### config.mk
export PLATFORM = sky130hd
export DESIGN_NAME = dtt_timer_ctrl
export DESIGN_NICKNAME = d
export VERILOG_FILES = /design/src/hdl/dtt_timer_ctrl.v /design/src/hdl/dtt_edge_det.v
export VERILOG_INCLUDE_DIRS = /design/src /design/src/hdl
export SDC_FILE = /design/constraint.sdc
export NUM_CORES = 1
export LEC_CHECK = 0
export BUFFER_PORTS_ARGS = -buffer_cell sky130_fd_sc_hd__buf_2
export CAP_MARGIN = 20
export CELL_PAD_IN_SITES_DETAIL_PLACEMENT = 1
export CELL_PAD_IN_SITES_GLOBAL_PLACEMENT = 2
export CORE_AREA = 5 5 86 88
export DETAILED_ROUTE_END_ITERATION = 6
export DIE_AREA = 0 0 91 93
export PLACE_DENSITY_LB_ADDON = 0.1
export SYNTH_ARGS = -nofsm -noshare
export SYNTH_HDL_FRONTEND = slang
export SYNTH_SLANG_ARGS = --single-unit
### constraint.sdc
create_clock -name clock -period 4.2 [get_ports clock]
set_input_delay 0.63 -clock clock [delete_from_list [all_inputs] [get_ports clock]]
set_output_delay 0.63 -clock clock [all_outputs]
set_load 0.01 [all_outputs]
### src/hdl/dtt_map.vh
`ifndef DTT_MAP_VH
`define DTT_MAP_VH
// register addresses on the expanded register bank
`define DTT_ADDR_CTRL0      8'h00
`define DTT_ADDR_CTRL1      8'h01
// eight_bit_timer_ctrl fields
`define DTT_C0_ENABLE       7
`define DTT_C0_ONESHOT      6
`define DTT_C0_TIMEOUT      5
`define DTT_C0_CLKSEL_HI    4
`define DTT_C0_CLKSEL_LO    3
`define DTT_C0_CAP_IE       2
`define DTT_C0_TO_IE        1
`define DTT_C0_PIN_SEL      0
// shared_timer_ctrl fields
`define DTT_C1_MODE         7
`define DTT_C1_OUT_SEL      6
`define DTT_C1_FUNC_HI      5
`define DTT_C1_FUNC_LO      4
`define DTT_C1_SUB_HI       3
`define DTT_C1_SUB_LO       2
`define DTT_C1_RISE         1
`define DTT_C1_FALL         0
// reset values
`define DTT_CTRL0_RST       8'h00
`define DTT_CTRL1_RST       8'h00
// edge field codes in demodulation mode
`define DTT_EDGE_FALL       2'h0
`define DTT_EDGE_RISE       2'h1
`define DTT_EDGE_BOTH       2'h2
// combine codes in transmit mode
`define DTT_FN_AND          2'h0
`define DTT_FN_OR           2'h1
`define DTT_FN_NOR          2'h2
`define DTT_FN_NAND         2'h3
`endif

### src/hdl/dtt_timer_ctrl.v
// Overview of operation
// - eight-bit timer counts only after its run bit is written one.
// - one-shot select zero: reload initial value at terminal count, keep counting.
// - one-shot select one: timer halts at terminal count.
// - terminal-count flag sets whenever the timer reaches terminal count.
// - terminal-count flag clears only by software writing one to it.
// - first count pulse after enable may be short and arrive any time.
// - capture enable set: interrupt on every capture byte load in demodulation.
// - timeout enable blocks timeout interrupts at zero, allows at one.
// - control bit 0 routes timer output to its pin; resets zero.
// - edge detector input chosen from two pins by input-select bit.
// - shared mode bit zero is transmit, one is demodulation.
// - transmit: output-select drives combined pin from port or combined timers.
// - demodulation edge field: 00 falling, 01 rising, 10 both, 11 reserved.
`timescale 1ns/1ns
`default_nettype none
`include "dtt_map.vh"
module dtt_timer_ctrl #(
  parameter WIDTH = 8
) (
  input  wire             clock,
  input  wire             rst_n,
  input  wire             clk_en,
  input  wire             reg_sel,
  input  wire             reg_wr,
  input  wire [7:0]       reg_addr,
  input  wire [7:0]       reg_wdata,
  output wire [7:0]       reg_rdata,
  input  wire             count_tick,
  input  wire [WIDTH-1:0] eight_bit_timer_init,
  input  wire             sixteen_bit_timer_out,
  input  wire             timer_out_port_data,
  input  wire             combined_out_port_data,
  input  wire             comparator_input_pin,
  input  wire             alt_demod_input_pin,
  output reg              timer_out_pin,
  output reg              combined_out_pin,
  output reg              capture_low_load,
  output reg              capture_high_load,
  output reg              timeout_irq,
  output reg              capture_irq,
  output wire [WIDTH-1:0] eight_bit_timer_count,
  output wire             eight_bit_timer_running
);
  reg  [7:0]       ctrl0_reg;
  reg  [7:0]       ctrl1_reg;
  reg  [WIDTH-1:0] cnt_reg;
  reg              run_reg;
  reg              t8_out_reg;
  reg              timeout_reg;
  reg              rise_flag_reg;
  reg              fall_flag_reg;
  reg              cap_phase_reg;

  wire wr0 = clk_en & reg_sel & reg_wr & (reg_addr == `DTT_ADDR_CTRL0);
  wire wr1 = clk_en & reg_sel & reg_wr & (reg_addr == `DTT_ADDR_CTRL1);
  wire demod = ctrl1_reg[`DTT_C1_MODE];
  wire [1:0] fn = {ctrl1_reg[`DTT_C1_FUNC_HI], ctrl1_reg[`DTT_C1_FUNC_LO]};

  wire demod_in = ctrl1_reg[`DTT_C1_OUT_SEL] ? alt_demod_input_pin : comparator_input_pin;
  wire e_rise;
  wire e_fall;

  dtt_edge_det u_edge (
    .clock (clock),
    .rst_n (rst_n),
    .clk_en(clk_en),
    .din   (demod_in),
    .rise  (e_rise),
    .fall  (e_fall)
  );

  // edge field qualifies captures; reserved code captures nothing
  wire take_rise = demod & e_rise & ((fn == `DTT_EDGE_RISE) | (fn == `DTT_EDGE_BOTH));
  wire take_fall = demod & e_fall & ((fn == `DTT_EDGE_FALL) | (fn == `DTT_EDGE_BOTH));
  wire capture   = take_rise | take_fall;

  // tick is accepted from the first cycle run is set, whatever its phase
  wire tick = clk_en & run_reg & count_tick;
  wire tc   = tick & (cnt_reg == {WIDTH{1'b0}});

  // write strobes already carry the clock enable
  always @(posedge clock) begin
    if (!rst_n) begin
      ctrl0_reg <= `DTT_CTRL0_RST;
    end else if (wr0) begin
      // timeout flag bit is status, kept separately
      ctrl0_reg <= reg_wdata;
    end
  end

  always @(posedge clock) begin
    if (!rst_n) begin
      ctrl1_reg <= `DTT_CTRL1_RST;
    end else if (wr1) begin
      ctrl1_reg <= reg_wdata;
    end
  end

  // counter, run control and timer output
  reg [WIDTH-1:0] cnt_next;
  reg             run_next;
  reg             t8_out_next;

  // a ctrl0 write outranks a tick in the same cycle
  always @* begin
    cnt_next    = cnt_reg;
    run_next    = run_reg;
    t8_out_next = t8_out_reg;
    if (wr0 && reg_wdata[`DTT_C0_ENABLE]) begin
      run_next = 1'b1;
      cnt_next = eight_bit_timer_init;
      if (!demod) begin
        t8_out_next = ctrl1_reg[`DTT_C1_RISE];
      end
    end else if (wr0) begin
      // writing zero to the run bit stops the count
      run_next = 1'b0;
    end else if (tc) begin
      t8_out_next = ~t8_out_reg;
      if (ctrl0_reg[`DTT_C0_ONESHOT]) begin
        run_next = 1'b0;
      end else begin
        cnt_next = eight_bit_timer_init;
      end
    end else if (tick) begin
      cnt_next = cnt_reg - {{(WIDTH-1){1'b0}}, 1'b1};
    end
  end

  always @(posedge clock) begin
    if (!rst_n) begin
      cnt_reg    <= {WIDTH{1'b0}};
      run_reg    <= 1'b0;
      t8_out_reg <= 1'b0;
    end else if (clk_en) begin
      cnt_reg    <= cnt_next;
      run_reg    <= run_next;
      t8_out_reg <= t8_out_next;
    end
  end

  // status flags: set beats a concurrent software clear
  always @(posedge clock) begin
    if (!rst_n) begin
      timeout_reg <= 1'b0;
    end else if (clk_en) begin
      if (tc) begin
        timeout_reg <= 1'b1;
      end else if (wr0 && reg_wdata[`DTT_C0_TIMEOUT]) begin
        timeout_reg <= 1'b0;
      end
    end
  end

  // edge flags clear by a written one, and only in demodulation
  always @(posedge clock) begin
    if (!rst_n) begin
      rise_flag_reg <= 1'b0;
    end else if (clk_en) begin
      if (take_rise) begin
        rise_flag_reg <= 1'b1;
      end else if (wr1 && demod && reg_wdata[`DTT_C1_RISE]) begin
        rise_flag_reg <= 1'b0;
      end
    end
  end

  always @(posedge clock) begin
    if (!rst_n) begin
      fall_flag_reg <= 1'b0;
    end else if (clk_en) begin
      if (take_fall) begin
        fall_flag_reg <= 1'b1;
      end else if (wr1 && demod && reg_wdata[`DTT_C1_FALL]) begin
        fall_flag_reg <= 1'b0;
      end
    end
  end

  // capture strobes alternate low then high byte
  always @(posedge clock) begin
    if (!rst_n) begin
      cap_phase_reg     <= 1'b0;
      capture_low_load  <= 1'b0;
      capture_high_load <= 1'b0;
    end else if (clk_en) begin
      capture_low_load  <= capture & ~cap_phase_reg;
      capture_high_load <= capture & cap_phase_reg;
      // phase restarts in transmit so the next capture lands low
      if (!demod) begin
        cap_phase_reg <= 1'b0;
      end else if (capture) begin
        cap_phase_reg <= ~cap_phase_reg;
      end
    end
  end

  // interrupt requests, one cycle each
  always @(posedge clock) begin
    if (!rst_n) begin
      capture_irq <= 1'b0;
      timeout_irq <= 1'b0;
    end else if (clk_en) begin
      capture_irq <= capture & ctrl0_reg[`DTT_C0_CAP_IE];
      // pulse only on the flag's rising
      timeout_irq <= tc & ~timeout_reg & ctrl0_reg[`DTT_C0_TO_IE];
    end
  end

  // pin outputs registered to keep them glitch free
  reg comb;
  always @* begin
    case (fn)
      `DTT_FN_AND:  comb = t8_out_reg & sixteen_bit_timer_out;
      `DTT_FN_OR:   comb = t8_out_reg | sixteen_bit_timer_out;
      `DTT_FN_NOR:  comb = ~(t8_out_reg | sixteen_bit_timer_out);
      `DTT_FN_NAND: comb = ~(t8_out_reg & sixteen_bit_timer_out);
      default:      comb = t8_out_reg & sixteen_bit_timer_out;
    endcase
  end

  always @(posedge clock) begin
    if (!rst_n) begin
      timer_out_pin <= 1'b0;
    end else if (clk_en) begin
      timer_out_pin <= ctrl0_reg[`DTT_C0_PIN_SEL] ? t8_out_reg : timer_out_port_data;
    end
  end

  always @(posedge clock) begin
    if (!rst_n) begin
      combined_out_pin <= 1'b0;
    end else if (clk_en) begin
      if (!demod && ctrl1_reg[`DTT_C1_OUT_SEL]) begin
        combined_out_pin <= comb;
      end else begin
        combined_out_pin <= combined_out_port_data;
      end
    end
  end

  // read data is combinational; unmapped addresses read zero
  reg [7:0] rdata_mux;
  always @* begin
    rdata_mux = 8'h00;
    case (reg_addr)
      `DTT_ADDR_CTRL0: begin
        rdata_mux[`DTT_C0_ENABLE]   = run_reg;
        rdata_mux[`DTT_C0_ONESHOT]  = ctrl0_reg[`DTT_C0_ONESHOT];
        rdata_mux[`DTT_C0_TIMEOUT]  = timeout_reg;
        rdata_mux[`DTT_C0_CLKSEL_HI] = ctrl0_reg[`DTT_C0_CLKSEL_HI];
        rdata_mux[`DTT_C0_CLKSEL_LO] = ctrl0_reg[`DTT_C0_CLKSEL_LO];
        rdata_mux[`DTT_C0_CAP_IE]   = ctrl0_reg[`DTT_C0_CAP_IE];
        rdata_mux[`DTT_C0_TO_IE]    = ctrl0_reg[`DTT_C0_TO_IE];
        rdata_mux[`DTT_C0_PIN_SEL]  = ctrl0_reg[`DTT_C0_PIN_SEL];
      end
      `DTT_ADDR_CTRL1: begin
        rdata_mux = ctrl1_reg;
        // in demodulation the low two bits report edge flags
        if (demod) begin
          rdata_mux[`DTT_C1_RISE] = rise_flag_reg;
          rdata_mux[`DTT_C1_FALL] = fall_flag_reg;
        end
      end
      default: begin
        rdata_mux = 8'h00;
      end
    endcase
  end

  assign reg_rdata = rdata_mux;
  assign eight_bit_timer_count   = cnt_reg;
  assign eight_bit_timer_running = run_reg;
endmodule
`default_nettype wire

### src/hdl/dtt_edge_det.v
`timescale 1ns/1ns
`default_nettype none
// edge detector on a synchronous input; one-cycle pulses
module dtt_edge_det (
  input  wire clock,
  input  wire rst_n,
  input  wire clk_en,
  input  wire din,
  output wire rise,
  output wire fall
);
  reg prev_reg;
  // first sample after reset seeds history, no false edge
  reg seeded_reg;

  always @(posedge clock) begin
    if (!rst_n) begin
      prev_reg   <= 1'b0;
      seeded_reg <= 1'b0;
    end else if (clk_en) begin
      prev_reg   <= din;
      seeded_reg <= 1'b1;
    end
  end

  assign rise = clk_en & seeded_reg & din & ~prev_reg;
  assign fall = clk_en & seeded_reg & ~din & prev_reg;
endmodule
`default_nettype wire

---- Yosys cells after proc, flatten, opt, wreduce, memory -nomap -nowiden ----
Cells that the tools add are included.
word-level totals
  latch bits .............................. 0
  memory bits (writable) .................. 0
  bits in registers ....................... 37
  memories kept ........................... 0
  bits of input ports ..................... 35
  bits in read-only memories .............. 0
  output and inout bits ................... 23
operators by class
  bitwise operators ....................... 33
  reduce and logical (&&, ||, !) cells .... 24
  shifts and indexed selects .............. 0
  mux-type cells .......................... 27
  $lt $le $gt $ge ......................... 0
  div/mod/pow operators ................... 0
  multipliers ............................. 0
  add/sub/neg operators ................... 1
  equal/unequal tests ..................... 8
operators by type and width
  operator               count
  $mux W8                5
  $and A1 B1 Y1          22
  $mux W1                19
  $logic_not A8 Y1       2
  $pmux W8 S2            1
  $reduce_bool A3 Y1     3
  $eq A8 B1 Y1 const B   1
  $reduce_and A2 Y1      4
  $reduce_and A4 Y1      2
  $reduce_bool A2 Y1     4
  $sub A8 B1 Y8 const B  1
  $not A1 Y1             7
  $logic_and A1 B1 Y1    6
  $eq A2 B2 Y1 const B   2
  $ne A2 B1 Y1 const B   2
  $or A1 B1 Y1           4
  $pmux W1 S4            1
  $ne A3 B2 Y1 const B   1
  $reduce_and A3 Y1      1
  $eq A2 B1 Y1 const B   1
  $logic_not A2 Y1       1
  $mux W2                1
  $ne A2 B2 Y1 const B   1
  $logic_not A1 Y1       1

---- Depth between registers and ports, before layout ----
  word-level depth ........................ 9
  gate-level depth with buffers ........... 8
  depth with buffers taken out ............ 7

---- By module ----
Synthesis repeated with hierarchy kept, for this count alone.
second synthesis, totals
  cell total of the unflattened synthesis .. 227
  area, all modules ....................... 1,983.2 µm²
by module, submodules not included
  module          seq. area each (µm²)  cells an instance  area an instance (µm²)  instances
  dtt_timer_ctrl  680.7                 219                1,890.6                 1
  dtt_edge_det    40.0                  8                  92.6                    1

---- Least setup slack after synthesis ----
Ideal clock, no wire load.
  kind .................................... input -> output
  from .................................... input reg_addr[7]
  to ...................................... output reg_rdata[0]
  buffers on the path ..................... 1
  arrival ................................. 1,956 ps
  path slack .............................. 1,614 ps
  cell stages on the path ................. 4
  path through ............................ or4_4 -> or2_2 -> clkbuf_1 -> a211oi_1
between the ends
  longest elaborated chain between the ends .. 2
  elaborated cells between the ends (all ways) .. 3
RTL lines
  what                                                     RTL line              text
  start, declared                                          dtt_timer_ctrl.v:26   input wire [7:0] reg_addr,
  $eq A8 B1 Y1 / $logic_not A8 Y1 (equally long branches)  dtt_timer_ctrl.v:247  case (reg_addr)
  $pmux W8 S2 *                                            dtt_timer_ctrl.v:247
  end, declared                                            dtt_timer_ctrl.v:28   output wire [7:0] reg_rdata,
Every way passes the cells marked *; elsewhere a longest branch is shown, timed or not.

---- Worst setup path after layout ----
  from .................................... input reg_addr[7]
  to ...................................... register cnt_reg[4] (netlist: eight_bit_timer_count[4])
between the ends
  longest elaborated chain between the ends .. 5
  elaborated cells between the ends (all ways) .. 8
RTL lines
  what                                                   RTL line              text
  $logic_not A8 Y1 *                                     -
  $and A1 B1 Y1 *                                        dtt_timer_ctrl.v:55   wire wr0 = clk_en & reg_sel & reg_wr & (reg_addr == `DTT_ADDR_CTRL0);
  $logic_and A1 B1 Y1                                    dtt_timer_ctrl.v:110  if (wr0 && reg_wdata[`DTT_C0_ENABLE]) begin
  $ne A3 B2 Y1 (no source line) (tied with other cells)  -
  $reduce_and A4 Y1 (no source line)                     -
  end signal, assigned                                   dtt_timer_ctrl.v:133  cnt_reg <= {WIDTH{1'b0}};
  end signal, assigned                                   dtt_timer_ctrl.v:137  cnt_reg <= cnt_next;
  end, declared                                          dtt_timer_ctrl.v:47   reg [WIDTH-1:0] cnt_reg;
Marked as above.
A chain may end at the register's enable or synchronous reset.

==> results.sh <==
export IMPL_status="finished, final reports clean"
export IMPL_syn_nets=278
export IMPL_root_buffer="clkbuf_8"
export IMPL_mostFrequentLayoutCell="buf_2"
export IMPL_die_w_um=91
export IMPL_drive_gt1_frac=0.2712
export IMPL_path_cells="buf_2, or4_4, or4_4, mux2i_2, o21ai_0, a32o_1"
export IMPL_start_util=0.3065
export IMPL_required_ns=4.38
export IMPL_setup_violations=0
export IMPL_synth_cells=238
export IMPL_rsz0062_at_grt="false"
export IMPL_crit_path_max_fanout=12
export IMPL_synth_main_ff_cell="dfxtp_1"
export IMPL_synth_edf_count=0
export IMPL_crit_buf_inv=1
export IMPL_final_cell_mix="buf_2, nand2_1, dfxtp_1"
export IMPL_final_area_mm2=0.002447
export IMPL_cts_resized=0
export IMPL_cts_buffers=5
export IMPL_pre_cts_slack_ns=1.053
export IMPL_period_share=0.6751
export IMPL_dp_cells=367
export IMPL_dieArea_mm2=0.008463
export IMPL_nets=334
export IMPL_post_route_util=0.3726
export IMPL_yosysWarnings=0
export IMPL_cts_setup_buffers=0
export IMPL_placement_io_buffers=57
export IMPL_critical_path_slowest_cell="mux2i_2"
export IMPL_grt_pass1_wl_mm=9.653
export IMPL_grt_pass1_vias=1931
export IMPL_cp_data_arrival_time_ns=3.01
export IMPL_avgRoutedWirePerCell_um=15.63
export IMPL_crit_type="in2reg"
export IMPL_post_layout_nonfiller_instances=375
export IMPL_dr_pass1_iters=4
export IMPL_worst_setup_path_start_kind="primary input"
export IMPL_yosys_register_bits=36
export IMPL_antenna_cells=0
export IMPL_core_mm2=0.006569
export IMPL_drv_cap=0
export IMPL_synthTopCellsByArea="dfxtp_1, nand2_1, mux2i_1"
export IMPL_clock_skew_ns=0.004451
export IMPL_peakVddDrop_mv=0.1279
export IMPL_chipHeight_um=93
export IMPL_leakage_nw=1.012
export IMPL_clk_path_buf_depth=2
export IMPL_worst_pin_slew_ns=0.7231
export IMPL_clkTransAtPathRegs_ns=0.07
export IMPL_netlist_area_leader_share=0.3580
export IMPL_grt_max_degree=40
export IMPL_finalSetupTns_ns=0
export IMPL_hold_viol_final=0
export IMPL_cp_end_kind="register"
export IMPL_ioPinCount=58
export IMPL_power_density_mw_per_mm2=264.8
export IMPL_syn_cell_area_mm2=0.002013
export IMPL_gp_congestion=0.7270
export IMPL_p_total_uw=648.0
export IMPL_critical_path_top_delay_family="simple AND/OR/NAND/NOR gates"
export IMPL_dpl_hpwl_mm=4.351
export IMPL_cts_num_sinks=36
export IMPL_cts_max_level=2
export IMPL_drtIter0Drc=85
export IMPL_ys_types=50
export IMPL_yosys_area_top_type="dfxtp_1"
export IMPL_vias=1905
export IMPL_drc=0
export IMPL_period_needed_ns=2.836
export IMPL_async_flop_share=0
export IMPL_hold_class="reg2reg"
export IMPL_grt_usage=0.1416
export IMPL_setup_slack_ns=1.364
export IMPL_ys_seq_area_frac=0.3580
export IMPL_dpl_cell_area_mm2=0.002357
export IMPL_clock_latency_ns=0.28
export IMPL_antenna_found_initial=0
export IMPL_wl_mm=5.862
export IMPL_slew_headroom=0.5084
export IMPL_cts_tree="done"
export IMPL_fp_row_count=30
export IMPL_grt_overflow=0
export IMPL_area_growth_pct=21.57
export IMPL_drv_slew=0
export IMPL_fin_worst_hold_slack_ns=0.4559
export IMPL_ant_nets=0
export IMPL_max_freq_mhz=352.7
export IMPL_cpMostUsedCell="or4_4"
export IMPL_ctsHoldBuffers=0
export IMPL_max_stage_delay_ns=0.64
export IMPL_syn_avg_cell_area_um2=8.459
export IMPL_vias_per_cell=5.080
## final cells by class
cell class / instances / area (um2)
tap: 80 / 100.1
timing repair buffer: 59 / 300.3
clock buffer: 8 / 90.09
sequential: 36 / 720.7
multi-input combinational: 183 / 1202
fill: 815 / 4121
inverter: 9 / 33.78
## final timing paths
check / slack (ns) / from / depth (start not counted) / to
max: 1.36 / reg_addr[7] / 6 / eight_bit_timer_count[4]$_SDFFE_PN0P_
min reg2reg: 0.46 / u_edge.seeded_reg$_SDFFE_PN0P_ / 1 / u_edge.seeded_reg$_SDFFE_PN0P_
min: 0.46 / u_edge.seeded_reg$_SDFFE_PN0P_ / 1 / u_edge.seeded_reg$_SDFFE_PN0P_
max reg2reg: 1.44 / eight_bit_timer_count[0]$_SDFFE_PN0P_ / 7 / eight_bit_timer_count[4]$_SDFFE_PN0P_
## cells by family (layout without fill, tap and decap cells)
logic type      count (synthesis)  count (layout)  share of synthesized area
simple gates                  101             101                     0.2592
compound gates                 58              58                     0.2113
flops                          36              36                     0.3580
buf+inv                        19              76                    0.04475
mux                            18              18                    0.09136
fa+ha+maj                       5               5                    0.03108
xor+xnor                        1               1                   0.004351
## metal layers
layer  vias to the layer above  routed length, um  track usage
li1                        958                  -            -
met1                       909               2781       0.1807
met2                        33               2810       0.2362
met3                         5                198      0.03298
met4                         0                 70      0.04401
met5                         -                  0            0
## report_power, final
part	total (mW)	internal (mW)	switching, mW
sequential	0.345	0.344	0.00173
combinational	0.0461	0.0211	0.0250
clock	0.256	0.134	0.123
## Yosys cell counts (3+ instances only)
cell type,n
nand2_1,47
a21oi_1,6
o21a_1,6
nor2b_1,7
dfxtp_1,36
ha_1,5
o21ai_0,5
mux2i_1,17
nor2_1,15
o22ai_1,6
a21boi_0,19
inv_1,9
clkbuf_1,6
nand3_1,6
nor3_1,3
Note: power is estimated with default switching activity, not from simulation.
